==> src/verilog/rbr_pkg.sv <==
// Package for the receive address filter and receive buffer ring.
// Assumes one 100 MHz clock and a byte-wide MAC receive stream.
// Summary of operation
// - Compare six destination bytes to six match bytes; any difference is unicast miss.
// - Match byte n holds destination bits 8n+7..8n; bit 0 arrives first.
// - Destination runs through 32-bit CRC; six top bits latched as hash index.
// - Hash index selects one of 64 filter bits; set bit gives group match.
// - Eight 8-bit filter registers hold the 64 bits, register n bits 8n+7..8n.
// - First received bit one marks multicast; only those use the hash filter.
// - All-ones match only when all 48 destination bits are one.
// - Final accept merges match results with the receive enables.
// - Reception is local write; host removes frames by remote read.
// - Ring is built of contiguous 256-byte pages.
// - Two 8-bit page registers bound the ring in 16K-byte memory.
// - Reaching ring end page reloads the write address with ring first page.
// - Write-page pointer marks frame start; used for status and error restore.
// - Reaching the boundary page aborts the current reception.
// - Frame storage starts at write-page pointer, skipping four status bytes.
// - On linking, wrap at ring end, abort at boundary, never skip pages.
// - Good frame: write status, next page, byte count, then advance pointer.
// - Rejected frame pages are reclaimed unless error frames are accepted.
package rbr_pkg;

  // ==========================================================================
  // Register indices on the local register port
  localparam logic [4:0] REG_RING_FIRST = 5'h01;
  localparam logic [4:0] REG_RING_END   = 5'h02;
  localparam logic [4:0] REG_BOUNDARY   = 5'h03;
  localparam logic [4:0] REG_RX_CFG     = 5'h04;
  localparam logic [4:0] REG_WRITE_PAGE = 5'h05;
  localparam logic [4:0] REG_RX_STATUS  = 5'h06;
  localparam logic [4:0] REG_DEST_BASE  = 5'h08;
  localparam logic [4:0] REG_HASH_BASE  = 5'h10;
  localparam int         DEST_BYTES     = 6;
  localparam int         HASH_BYTES     = 8;

  // ==========================================================================
  // Field positions and reset values
  localparam int         CFG_ALL_ONES   = 0;
  localparam int         CFG_GROUP      = 1;
  localparam int         CFG_ANY        = 2;
  localparam int         CFG_ERR        = 3;
  localparam int         STS_ACCEPT     = 0;
  localparam int         STS_ABORT      = 1;
  localparam int         STS_BUSY       = 2;
  localparam int         HDR_OK         = 0;
  localparam int         HDR_ERR        = 1;
  localparam int         HDR_GROUP      = 5;
  localparam logic [7:0] RST_PAGE       = 8'h00;
  localparam logic [7:0] RST_BYTE       = 8'h00;

  // ==========================================================================
  // Ring and CRC constants
  localparam logic [7:0]  HDR_BYTES     = 8'h04;
  localparam logic [7:0]  PAGE_LAST_OFF = 8'hff;
  localparam logic [2:0]  DA_LAST_BYTE  = 3'h5;
  localparam logic [31:0] CRC_POLY      = 32'h04c11db7;
  localparam logic [31:0] CRC_INIT      = 32'hffffffff;
  localparam int          MEM_AW        = 14;

  // ==========================================================================
  // Carriers
  typedef struct packed {
    logic accept_err_en;
    logic accept_any_en;
    logic group_rx_en;
    logic all_ones_rx_en;
  } rbr_cfg_type;

  typedef struct packed {
    logic              we;
    logic [MEM_AW-1:0] addr;
    logic [7:0]        wdata;
  } rbr_mem_type;

  typedef struct packed {
    logic done;
    logic unicast_hit;
    logic group_hit;
    logic all_ones_hit;
    logic final_accept;
  } rbr_match_type;

endpackage

==> src/verilog/rbr_addr_filter.sv <==
// Destination address classifier: unicast, hashed group and all-ones.
// Assumes start marks the first byte of a frame; bytes arrive in order.
`timescale 1ns/1ps
module rbr_addr_filter
  import rbr_pkg::*;
(
  input  wire logic                  clk,
  input  wire logic                  rst,
  input  wire logic                  start,
  input  wire logic                  byte_valid,
  input  wire logic [7:0]            byte_data,
  input  wire logic [8*DEST_BYTES-1:0] dest_match_bytes,
  input  wire logic [8*HASH_BYTES-1:0] hash_filter_bytes,
  input  wire rbr_cfg_type           cfg,
  output rbr_match_type              match
);

  typedef struct packed {
    logic [47:0] da;
    logic [2:0]  cnt;
    logic [31:0] crc;
    logic [5:0]  hash;
    logic        done;
  } rbr_flt_type;

  rbr_flt_type s_reg;
  rbr_flt_type s_next;
  logic [2:0]  byte_pos;
  logic [31:0] crc_new;

  // CRC over one byte, least significant bit first as on the wire
  function automatic logic [31:0] crc_byte(input logic [31:0] crc, input logic [7:0] d);
    logic [31:0] c;
    c = crc;
    for (int i = 0; i < 8; i++) begin
      c = {c[30:0], 1'b0} ^ ((c[31] ^ d[i]) ? CRC_POLY : 32'h00000000);
    end
    return c;
  endfunction

  // ==========================================================================
  // Capture the six destination bytes and run them through the CRC
  always_comb begin
    s_next   = s_reg;
    byte_pos = start ? 3'h0 : s_reg.cnt;
    crc_new  = crc_byte(start ? CRC_INIT : s_reg.crc, byte_data);
    if (byte_valid && (start || !s_reg.done)) begin
      s_next.crc                        = crc_new;
      s_next.da[{byte_pos, 3'b000} +: 8] = byte_data;
      s_next.cnt                        = 3'(byte_pos + 3'h1);
      s_next.done                       = (byte_pos == DA_LAST_BYTE);
      if (byte_pos == DA_LAST_BYTE) begin
        s_next.hash = crc_new[31:26];
      end
    end
  end

  always_ff @(posedge clk or posedge rst) begin
    if (rst) begin
      s_reg <= '0;
    end else begin
      s_reg <= s_next;
    end
  end

  // ==========================================================================
  // Match results; the final decision is only meaningful once done is set
  always_comb begin
    match.done         = s_reg.done;
    match.unicast_hit  = s_reg.done && (s_reg.da == dest_match_bytes);
    match.group_hit    = s_reg.done && s_reg.da[0]
                         && hash_filter_bytes[s_reg.hash];
    match.all_ones_hit = s_reg.done && (&s_reg.da);
    match.final_accept = match.unicast_hit
                         || (match.group_hit && cfg.group_rx_en)
                         || (match.all_ones_hit && cfg.all_ones_rx_en)
                         || cfg.accept_any_en;
  end
endmodule

==> src/verilog/rbr_page_link.sv <==
// Next-page calculation for the receive buffer ring.
// Assumes page registers are stable while a frame is being stored.
`timescale 1ns/1ps
module rbr_page_link
  import rbr_pkg::*;
(
  input  wire logic [7:0] page,
  input  wire logic [7:0] ring_first_page,
  input  wire logic [7:0] ring_end_page,
  input  wire logic [7:0] boundary,
  output logic      [7:0] next_page,
  output logic            hits_boundary
);

  // ==========================================================================
  // Link: always the next contiguous page, wrapping at the end page
  always_comb begin
    next_page = 8'(page + 8'h01);
    if (next_page == ring_end_page) begin
      next_page = ring_first_page;
    end
    hits_boundary = (next_page == boundary);
  end

endmodule

==> src/verilog/rbr_rx_ring.sv <==
// Receive path top: register file, address filter and buffer ring writer.
// Assumes the receive stream may be held off by RX_READY and that the
// buffer memory takes one byte write per clock.
`timescale 1ns/1ps
module rbr_rx_ring
  import rbr_pkg::*;
(
  input  wire logic              SYS_CLK,
  input  wire logic              SYS_RST,
  input  wire logic              REG_WR,
  input  wire logic              REG_RD,
  input  wire logic [4:0]        REG_ADDR,
  input  wire logic [7:0]        REG_WDATA,
  output logic      [7:0]        REG_RDATA,
  input  wire logic              RX_VALID,
  input  wire logic [7:0]        RX_DATA,
  input  wire logic              RX_LAST,
  input  wire logic              RX_ERR,
  output logic                   RX_READY,
  output logic                   MEM_WE,
  output logic      [MEM_AW-1:0] MEM_ADDR,
  output logic      [7:0]        MEM_WDATA
);

  typedef enum logic [3:0] {
    ST_IDLE = 4'b0001,
    ST_RECV = 4'b0010,
    ST_HDR  = 4'b0100,
    ST_DROP = 4'b1000
  } rbr_fsm_type;

  typedef struct packed {
    rbr_fsm_type         fsm;
    logic [7:0]          ring_first_page;
    logic [7:0]          ring_end_page;
    logic [7:0]          boundary;
    logic [7:0]          write_page_ptr;
    rbr_cfg_type         cfg;
    logic [47:0]         dest_match_bytes;
    logic [63:0]         hash_filter_bytes;
    logic [7:0]          page;
    logic [7:0]          off;
    logic [15:0]         byte_cnt;
    logic [7:0]          next_free;
    logic [1:0]          hdr_idx;
    logic [7:0]          hdr_status;
    logic                abort_seen;
    logic                last_accept;
    rbr_mem_type         mem;
    logic [7:0]          rdata;
  } rbr_state_type;

  rbr_state_type s_reg;
  rbr_state_type s_next;
  rbr_match_type match;
  logic          take;
  logic          filt_start;
  logic [7:0]    cur_page;
  logic [7:0]    cur_off;
  logic [15:0]   cur_cnt;
  logic [7:0]    link_next;
  logic          link_hit;
  logic          aborting;
  logic          frame_ok;

  // Buffer memory byte address from page and offset
  function automatic logic [MEM_AW-1:0] mem_addr(input logic [7:0] page, input logic [7:0] off);
    return MEM_AW'({page, off});
  endfunction

  // Register read decode
  function automatic logic [7:0] read_mux(input rbr_state_type s, input logic [4:0] a);
    logic [7:0] d;
    d = 8'h00;
    case (a)
      REG_RING_FIRST: d = s.ring_first_page;
      REG_RING_END:   d = s.ring_end_page;
      REG_BOUNDARY:   d = s.boundary;
      REG_RX_CFG:     d = {4'h0, s.cfg};
      REG_WRITE_PAGE: d = s.write_page_ptr;
      REG_RX_STATUS: begin
        d[STS_ACCEPT] = s.last_accept;
        d[STS_ABORT]  = s.abort_seen;
        d[STS_BUSY]   = (s.fsm != ST_IDLE);
      end
      default: begin
        if (a >= REG_DEST_BASE && a < 5'(REG_DEST_BASE + DEST_BYTES)) begin
          d = s.dest_match_bytes[{a[2:0], 3'b000} +: 8];
        end else if (a >= REG_HASH_BASE && a < 5'(REG_HASH_BASE + HASH_BYTES)) begin
          d = s.hash_filter_bytes[{a[2:0], 3'b000} +: 8];
        end
      end
    endcase
    return d;
  endfunction

  // ==========================================================================
  // Submodules
  rbr_addr_filter u_filter (
    .clk               (SYS_CLK),
    .rst               (SYS_RST),
    .start             (filt_start),
    .byte_valid        (take),
    .byte_data         (RX_DATA),
    .dest_match_bytes  (s_reg.dest_match_bytes),
    .hash_filter_bytes (s_reg.hash_filter_bytes),
    .cfg               (s_reg.cfg),
    .match             (match)
  );

  rbr_page_link u_link (
    .page            (cur_page),
    .ring_first_page (s_reg.ring_first_page),
    .ring_end_page   (s_reg.ring_end_page),
    .boundary        (s_reg.boundary),
    .next_page       (link_next),
    .hits_boundary   (link_hit)
  );

  // ==========================================================================
  // Stream handshake; held off only while the header is written back
  assign RX_READY   = (s_reg.fsm != ST_HDR);
  assign take       = RX_VALID && (s_reg.fsm == ST_IDLE || s_reg.fsm == ST_RECV);
  assign filt_start = RX_VALID && (s_reg.fsm == ST_IDLE);

  // A new frame starts at the write-page pointer past the status bytes
  always_comb begin
    cur_page = (s_reg.fsm == ST_IDLE) ? s_reg.write_page_ptr : s_reg.page;
    cur_off  = (s_reg.fsm == ST_IDLE) ? HDR_BYTES : s_reg.off;
    cur_cnt  = (s_reg.fsm == ST_IDLE) ? 16'h0000 : s_reg.byte_cnt;
    aborting = (cur_off == PAGE_LAST_OFF) && link_hit;
    // Short frames never complete the filter, so they fall out as runts;
    // in idle the filter still shows the previous frame, so it is not trusted
    frame_ok = match.done && match.final_accept && !aborting && (s_reg.fsm == ST_RECV)
               && (!RX_ERR || s_reg.cfg.accept_err_en);
  end

  // ==========================================================================
  // Next state: registers, frame storage and header write-back
  always_comb begin
    s_next        = s_reg;
    s_next.mem.we = 1'b0;

    // Local register port writes
    if (REG_WR) begin
      case (REG_ADDR)
        REG_RING_FIRST: s_next.ring_first_page = REG_WDATA;
        REG_RING_END:   s_next.ring_end_page   = REG_WDATA;
        REG_BOUNDARY:   s_next.boundary        = REG_WDATA;
        REG_RX_CFG:     s_next.cfg             = rbr_cfg_type'(REG_WDATA[3:0]);
        REG_WRITE_PAGE: s_next.write_page_ptr  = REG_WDATA;
        REG_RX_STATUS:  s_next.abort_seen      = 1'b0;
        default: begin
          if (REG_ADDR >= REG_DEST_BASE && REG_ADDR < 5'(REG_DEST_BASE + DEST_BYTES)) begin
            s_next.dest_match_bytes[{REG_ADDR[2:0], 3'b000} +: 8] = REG_WDATA;
          end else if (REG_ADDR >= REG_HASH_BASE
                       && REG_ADDR < 5'(REG_HASH_BASE + HASH_BYTES)) begin
            s_next.hash_filter_bytes[{REG_ADDR[2:0], 3'b000} +: 8] = REG_WDATA;
          end
        end
      endcase
    end
    if (REG_RD) begin
      s_next.rdata = read_mux(s_reg, REG_ADDR);
    end

    case (s_reg.fsm)
      ST_IDLE, ST_RECV: begin
        if (take) begin
          // Local DMA write of one received byte, CRC included
          s_next.mem.we    = 1'b1;
          s_next.mem.addr  = mem_addr(cur_page, cur_off);
          s_next.mem.wdata = RX_DATA;
          s_next.byte_cnt  = 16'(cur_cnt + 16'h0001);
          s_next.page      = cur_page;
          s_next.off       = 8'(cur_off + 8'h01);
          s_next.fsm       = ST_RECV;
          if (cur_off == PAGE_LAST_OFF) begin
            // Page full: link forward, or give up rather than overrun unread data
            if (link_hit) begin
              s_next.fsm        = ST_DROP;
              s_next.abort_seen = 1'b1;
              // An aborted frame is a rejected one as far as status goes
              s_next.last_accept = 1'b0;
            end else begin
              s_next.page = link_next;
            end
          end
          if (RX_LAST) begin
            s_next.last_accept = frame_ok;
            if (frame_ok) begin
              s_next.fsm                  = ST_HDR;
              s_next.hdr_idx              = 2'h0;
              s_next.next_free            = link_next;
              s_next.hdr_status           = 8'h00;
              s_next.hdr_status[HDR_OK]    = !RX_ERR;
              s_next.hdr_status[HDR_ERR]   = RX_ERR;
              s_next.hdr_status[HDR_GROUP] = match.group_hit || match.all_ones_hit;
            end else begin
              // Pointer untouched, so every page of this frame is free again
              s_next.fsm = ST_IDLE;
            end
          end
        end
      end
      ST_HDR: begin
        // Status, next page, count low, count high into the frame's first page
        s_next.mem.we   = 1'b1;
        s_next.mem.addr = mem_addr(s_reg.write_page_ptr, {6'h00, s_reg.hdr_idx});
        case (s_reg.hdr_idx)
          2'h0:    s_next.mem.wdata = s_reg.hdr_status;
          2'h1:    s_next.mem.wdata = s_reg.next_free;
          2'h2:    s_next.mem.wdata = s_reg.byte_cnt[7:0];
          default: s_next.mem.wdata = s_reg.byte_cnt[15:8];
        endcase
        s_next.hdr_idx = 2'(s_reg.hdr_idx + 2'h1);
        if (s_reg.hdr_idx == 2'h3) begin
          s_next.write_page_ptr = s_reg.next_free;
          s_next.fsm            = ST_IDLE;
        end
      end
      ST_DROP: begin
        // Swallow the rest of an aborted frame; its pages are reclaimed
        if (RX_VALID && RX_LAST) begin
          s_next.fsm = ST_IDLE;
        end
      end
      default: begin
        s_next.fsm = ST_IDLE;
      end
    endcase

    // An abort in the same cycle as a status write still sticks
    if (take && aborting) begin
      s_next.abort_seen = 1'b1;
    end
  end

  // ==========================================================================
  // State register
  always_ff @(posedge SYS_CLK or posedge SYS_RST) begin
    if (SYS_RST) begin
      s_reg                   <= '0;
      s_reg.fsm               <= ST_IDLE;
      s_reg.ring_first_page   <= RST_PAGE;
      s_reg.ring_end_page     <= RST_PAGE;
      s_reg.boundary          <= RST_PAGE;
      s_reg.write_page_ptr    <= RST_PAGE;
      s_reg.rdata             <= RST_BYTE;
    end else begin
      s_reg <= s_next;
    end
  end

  assign REG_RDATA = s_reg.rdata;
  assign MEM_WE    = s_reg.mem.we;
  assign MEM_ADDR  = s_reg.mem.addr;
  assign MEM_WDATA = s_reg.mem.wdata;
endmodule
==> config.mk <==
export PLATFORM = sky130hd
export DESIGN_NAME = rbr_rx_ring
export DESIGN_NICKNAME = d
export VERILOG_FILES = /design/src/verilog/rbr_pkg.sv /design/src/verilog/rbr_addr_filter.sv /design/src/verilog/rbr_page_link.sv /design/src/verilog/rbr_rx_ring.sv
export SDC_FILE = /design/constraint.sdc
export NUM_CORES = 1
export LEC_CHECK = 0
export ABC_AREA = 1
export ABC_CLOCK_PERIOD_IN_PS = 24000
export BUFFER_PORTS_ARGS = -buffer_cell sky130_fd_sc_hd__buf_2
export CORE_ASPECT_RATIO = 1.5
export CORE_MARGIN = 3
export CORE_UTILIZATION = 47
export CTS_CLUSTER_DIAMETER = 60
export DETAILED_ROUTE_END_ITERATION = 12
export PLACE_DENSITY = 0.61
export SYNTH_ARGS = -nofsm -noshare
export SYNTH_HDL_FRONTEND = slang
export SYNTH_SLANG_ARGS = --single-unit
==> constraint.sdc <==
create_clock -name SYS_CLK -period 24 [get_ports SYS_CLK]
set_input_delay 3.6 -clock SYS_CLK [delete_from_list [all_inputs] [get_ports SYS_CLK]]
set_output_delay 3.6 -clock SYS_CLK [all_outputs]
set_load 0.02 [all_outputs]
==> reports/results.ini <==
[global_routing]
grt_pass1_wl_um=86100
grt_remaining_overflow=0
grt_pass1_vias=15000
grt_max_degree=97
antenna_found_initial=0
track_usage=0.279

[timing]
max_slew_margin=0.303
finalSetupViolations=0
fin_worst_skew_ps=10.5
rsz0062_at_grt=no
final.min_clock_period_ps=6270
timing.final.crit_share=0.261
max_freq_ghz=0.160
maxSlewViolCount=0
tns_ps=0
timing.hold.ws_ps=472
tightest_slew_ps=1050
hold_viol=0

[finish]
nFillCells=3589
register_area_um2=8010
multi_input_area_um2=8220
antenna_cells=0
final_cell_mix=nand2_1, o21ai_0, dfrtp_1, inv_1, nor2_1
largest_register_ffs=199
instances_no_fill=2735
final_common_cell=nand2_1
syn_to_final_growth_pct=8.53
layout-drive-gt1-share=0.0924
fin_util=0.519
finalNetCount=2270

[drt]
routed_wl_um=55600
num_vias=15300
first_pass_iters=6
drc=0
wl_per_cell_um=20.3
drt_iter0_drc=1342
antenna_left=0
viasPerCell=5.61

[setup_path]
worstSetupStartpointType=primary input
path_depth=10
r2r-start=s_reg[231]
critPathKind=primary input to flip-flop
critPathRequiredTime_ps=24440
end_kind=flip-flop
reg2reg_to=u_filter.s_reg[46]
cp_num_buf_inv=5
endpoint=u_filter.s_reg[46]
slowest_delay_ps=500
path_max_fanout=50
cp_common_cell=inv_2
r2r_slack_ps=19310
worst_r2r_path_depth=14
worstPathArrival_ps=6710
cpLargestDelayFamily=buffers and inverters
crit_start=RX_VALID
path_cells=buf_2 -> inv_1 -> nor2_4 -> inv_2 -> a21oi_2 -> buf_4 -> inv_2 -> nor2_1 -> nand4_1 -> o21ai_0
crit_path_top_delay_cell=nor2_4

[placement]
dp_cells=2673
dp.final_hpwl_um=41600
portBuffers=59
gp_congestion=0.954

[cts]
clockBufferDepth=3
insertion_delay_ps=540
cts_root_buffer=clkbuf_16
numCtsBuffers=35
cts_setup_buffers=0
cts_num_sinks=320
cts_tree=built
hold_buffers=0
path_clk_slew_ps=70
h-tree-depth=2
ctsResizeCount=0

[synthesis]
synth-seq-cells=320
muxShareOfSynthArea=0.00170
ys.warnings.count=0
synth_xor_area_frac=0.0596
synth_area_per_cell_um2=7.89
synth_compound_area_frac=0.157
synth_simple_gate_area_frac=0.236
post_synth_instance_area_um2=17600
synthCells=2235
synthTopCellsByArea=dfrtp_1, nand2_1, o21ai_0
ys.flop_type=dfrtp_1
yosysTopAreaCellShare=0.453
seq_area_frac_synth=0.454
yosysUniqueCellTypes=55
synth-edff-count=0
synth_top_area_cell=dfrtp_1
yosys.area_share.adder=0.0114
syn_nets=2279
synth_top_family_by_area=simple AND/OR/NAND/NOR gates
ys_async_sr_fraction=1.00

[floorplanning]
pin_count=60
die_x_um=164
start_util=0.478
dieArea_um2=39900
die_y_um=243
row_count=86
core_area_um2=36900

[pwr]
cellLeakagePower_nw=8.97
sequentialPowerShare=0.344
switchingPower_mw=0.996
swShare=0.428
internal-power_mw=1.33
power_mw=2.33
clkPwrFrac=0.233
ir_drop_mv=0.0891
comb_power_share=0.423
powerDensity_nw_per_um2=122

[status]
status=finished clean

[hold_path]
min_path_type=flip-flop to flip-flop

[flow_run]
maxCapViolCount=0

[metal layers]
layer | vias up | GRT usage | routed length (um) | part of all wire
met1 | 7361 | 0.330 | 21400 | 0.38
met2 | 490 | 0.497 | 28600 | 0.51
met4 | 0 | 0.130 | 2970 | 0.053
met3 | 144 | 0.0331 | 2680 | 0.048
li1 | 7343 | - | - | -
met5 | - | 0 | 0 | 0
[cell usage after synthesis, drive strengths merged (4+ instances only)]
library cell / number
a21oi: 33
or2: 29
clkinv: 4
o221ai: 31
o22ai: 23
o21ai: 341
nand3: 127
inv: 204
o211ai: 27
nor2: 171
xnor2: 64
nand2: 578
nor4: 8
clkbuf: 68
ha: 16
a32o: 4
nand4: 28
o2111ai: 4
nand3b: 6
buf: 48
dfrtp: 319
xor2: 53
nor3: 22
[worst min-delay path by stage]
stage,depth (start not counted),endpoint,startpoint
after detailed placement,2,s_reg[45],s_reg[45]
after CTS,2,MEM_ADDR[2],MEM_ADDR[2]
after global routing,2,MEM_ADDR[2],MEM_ADDR[2]
final,2,s_reg[45],s_reg[45]
after global placement,2,MEM_ADDR[2],MEM_ADDR[2]
after floorplan,2,s_reg[50],s_reg[50]
[logic make-up after synthesis]
| group | after synthesis |
|---|---|
| simple gates | 971 |
| flops | 320 |
| fa+ha+maj | 16 |
| buf+inv | 324 |
| xor+xnor | 117 |
| compound gates | 484 |
| mux | 3 |
[metrics by stage]
| step | setup WS [ps] | instance area [um2] |
|---|---|---|
| floorplan | 11550 | 17600 |
| global placement | 17160 | 18000 |
| detailed placement | 17150 | 18000 |
| CTS | 17710 | 19100 |
| global route | 17360 | 19100 |
| finish | 17730 | 19100 |
[worst reg2reg max path, stage by stage (launching register included)]
cell	delay [ps]
dfstp_2	540
inv_2	50
nor2_4	260
nand2_4	300
inv_2	390
nor2_1	200
nor2_4	110
buf_4	350
inv_2	410
a21oi_2	220
buf_4	360
inv_2	390
nor2_1	180
nand4_1	450
o21ai_0	360
[power groups by stage]
stage	registers, mW	clock network [mW]	logic, mW
2_1_floorplan	0.757	0	0.787
3_3_place_gp	0.804	0	0.965
3_5_place_dp	0.808	0	0.980
4_1_cts	0.800	0.552	0.986
5_1_grt	0.814	0.575	1.10
6_report	0.801	0.542	0.983
[cell type report]
cell class,instances,area share
Clock inverter,14,0.00706
Multi-Input combinational cell,1591,0.429
Sequential cell,320,0.418
Inverter,208,0.0412
Clock buffer,48,0.0526
Timing Repair Buffer,70,0.0197
Tap cell,484,0.0316
No activity file was read; power rests on OpenSTA's default activity.
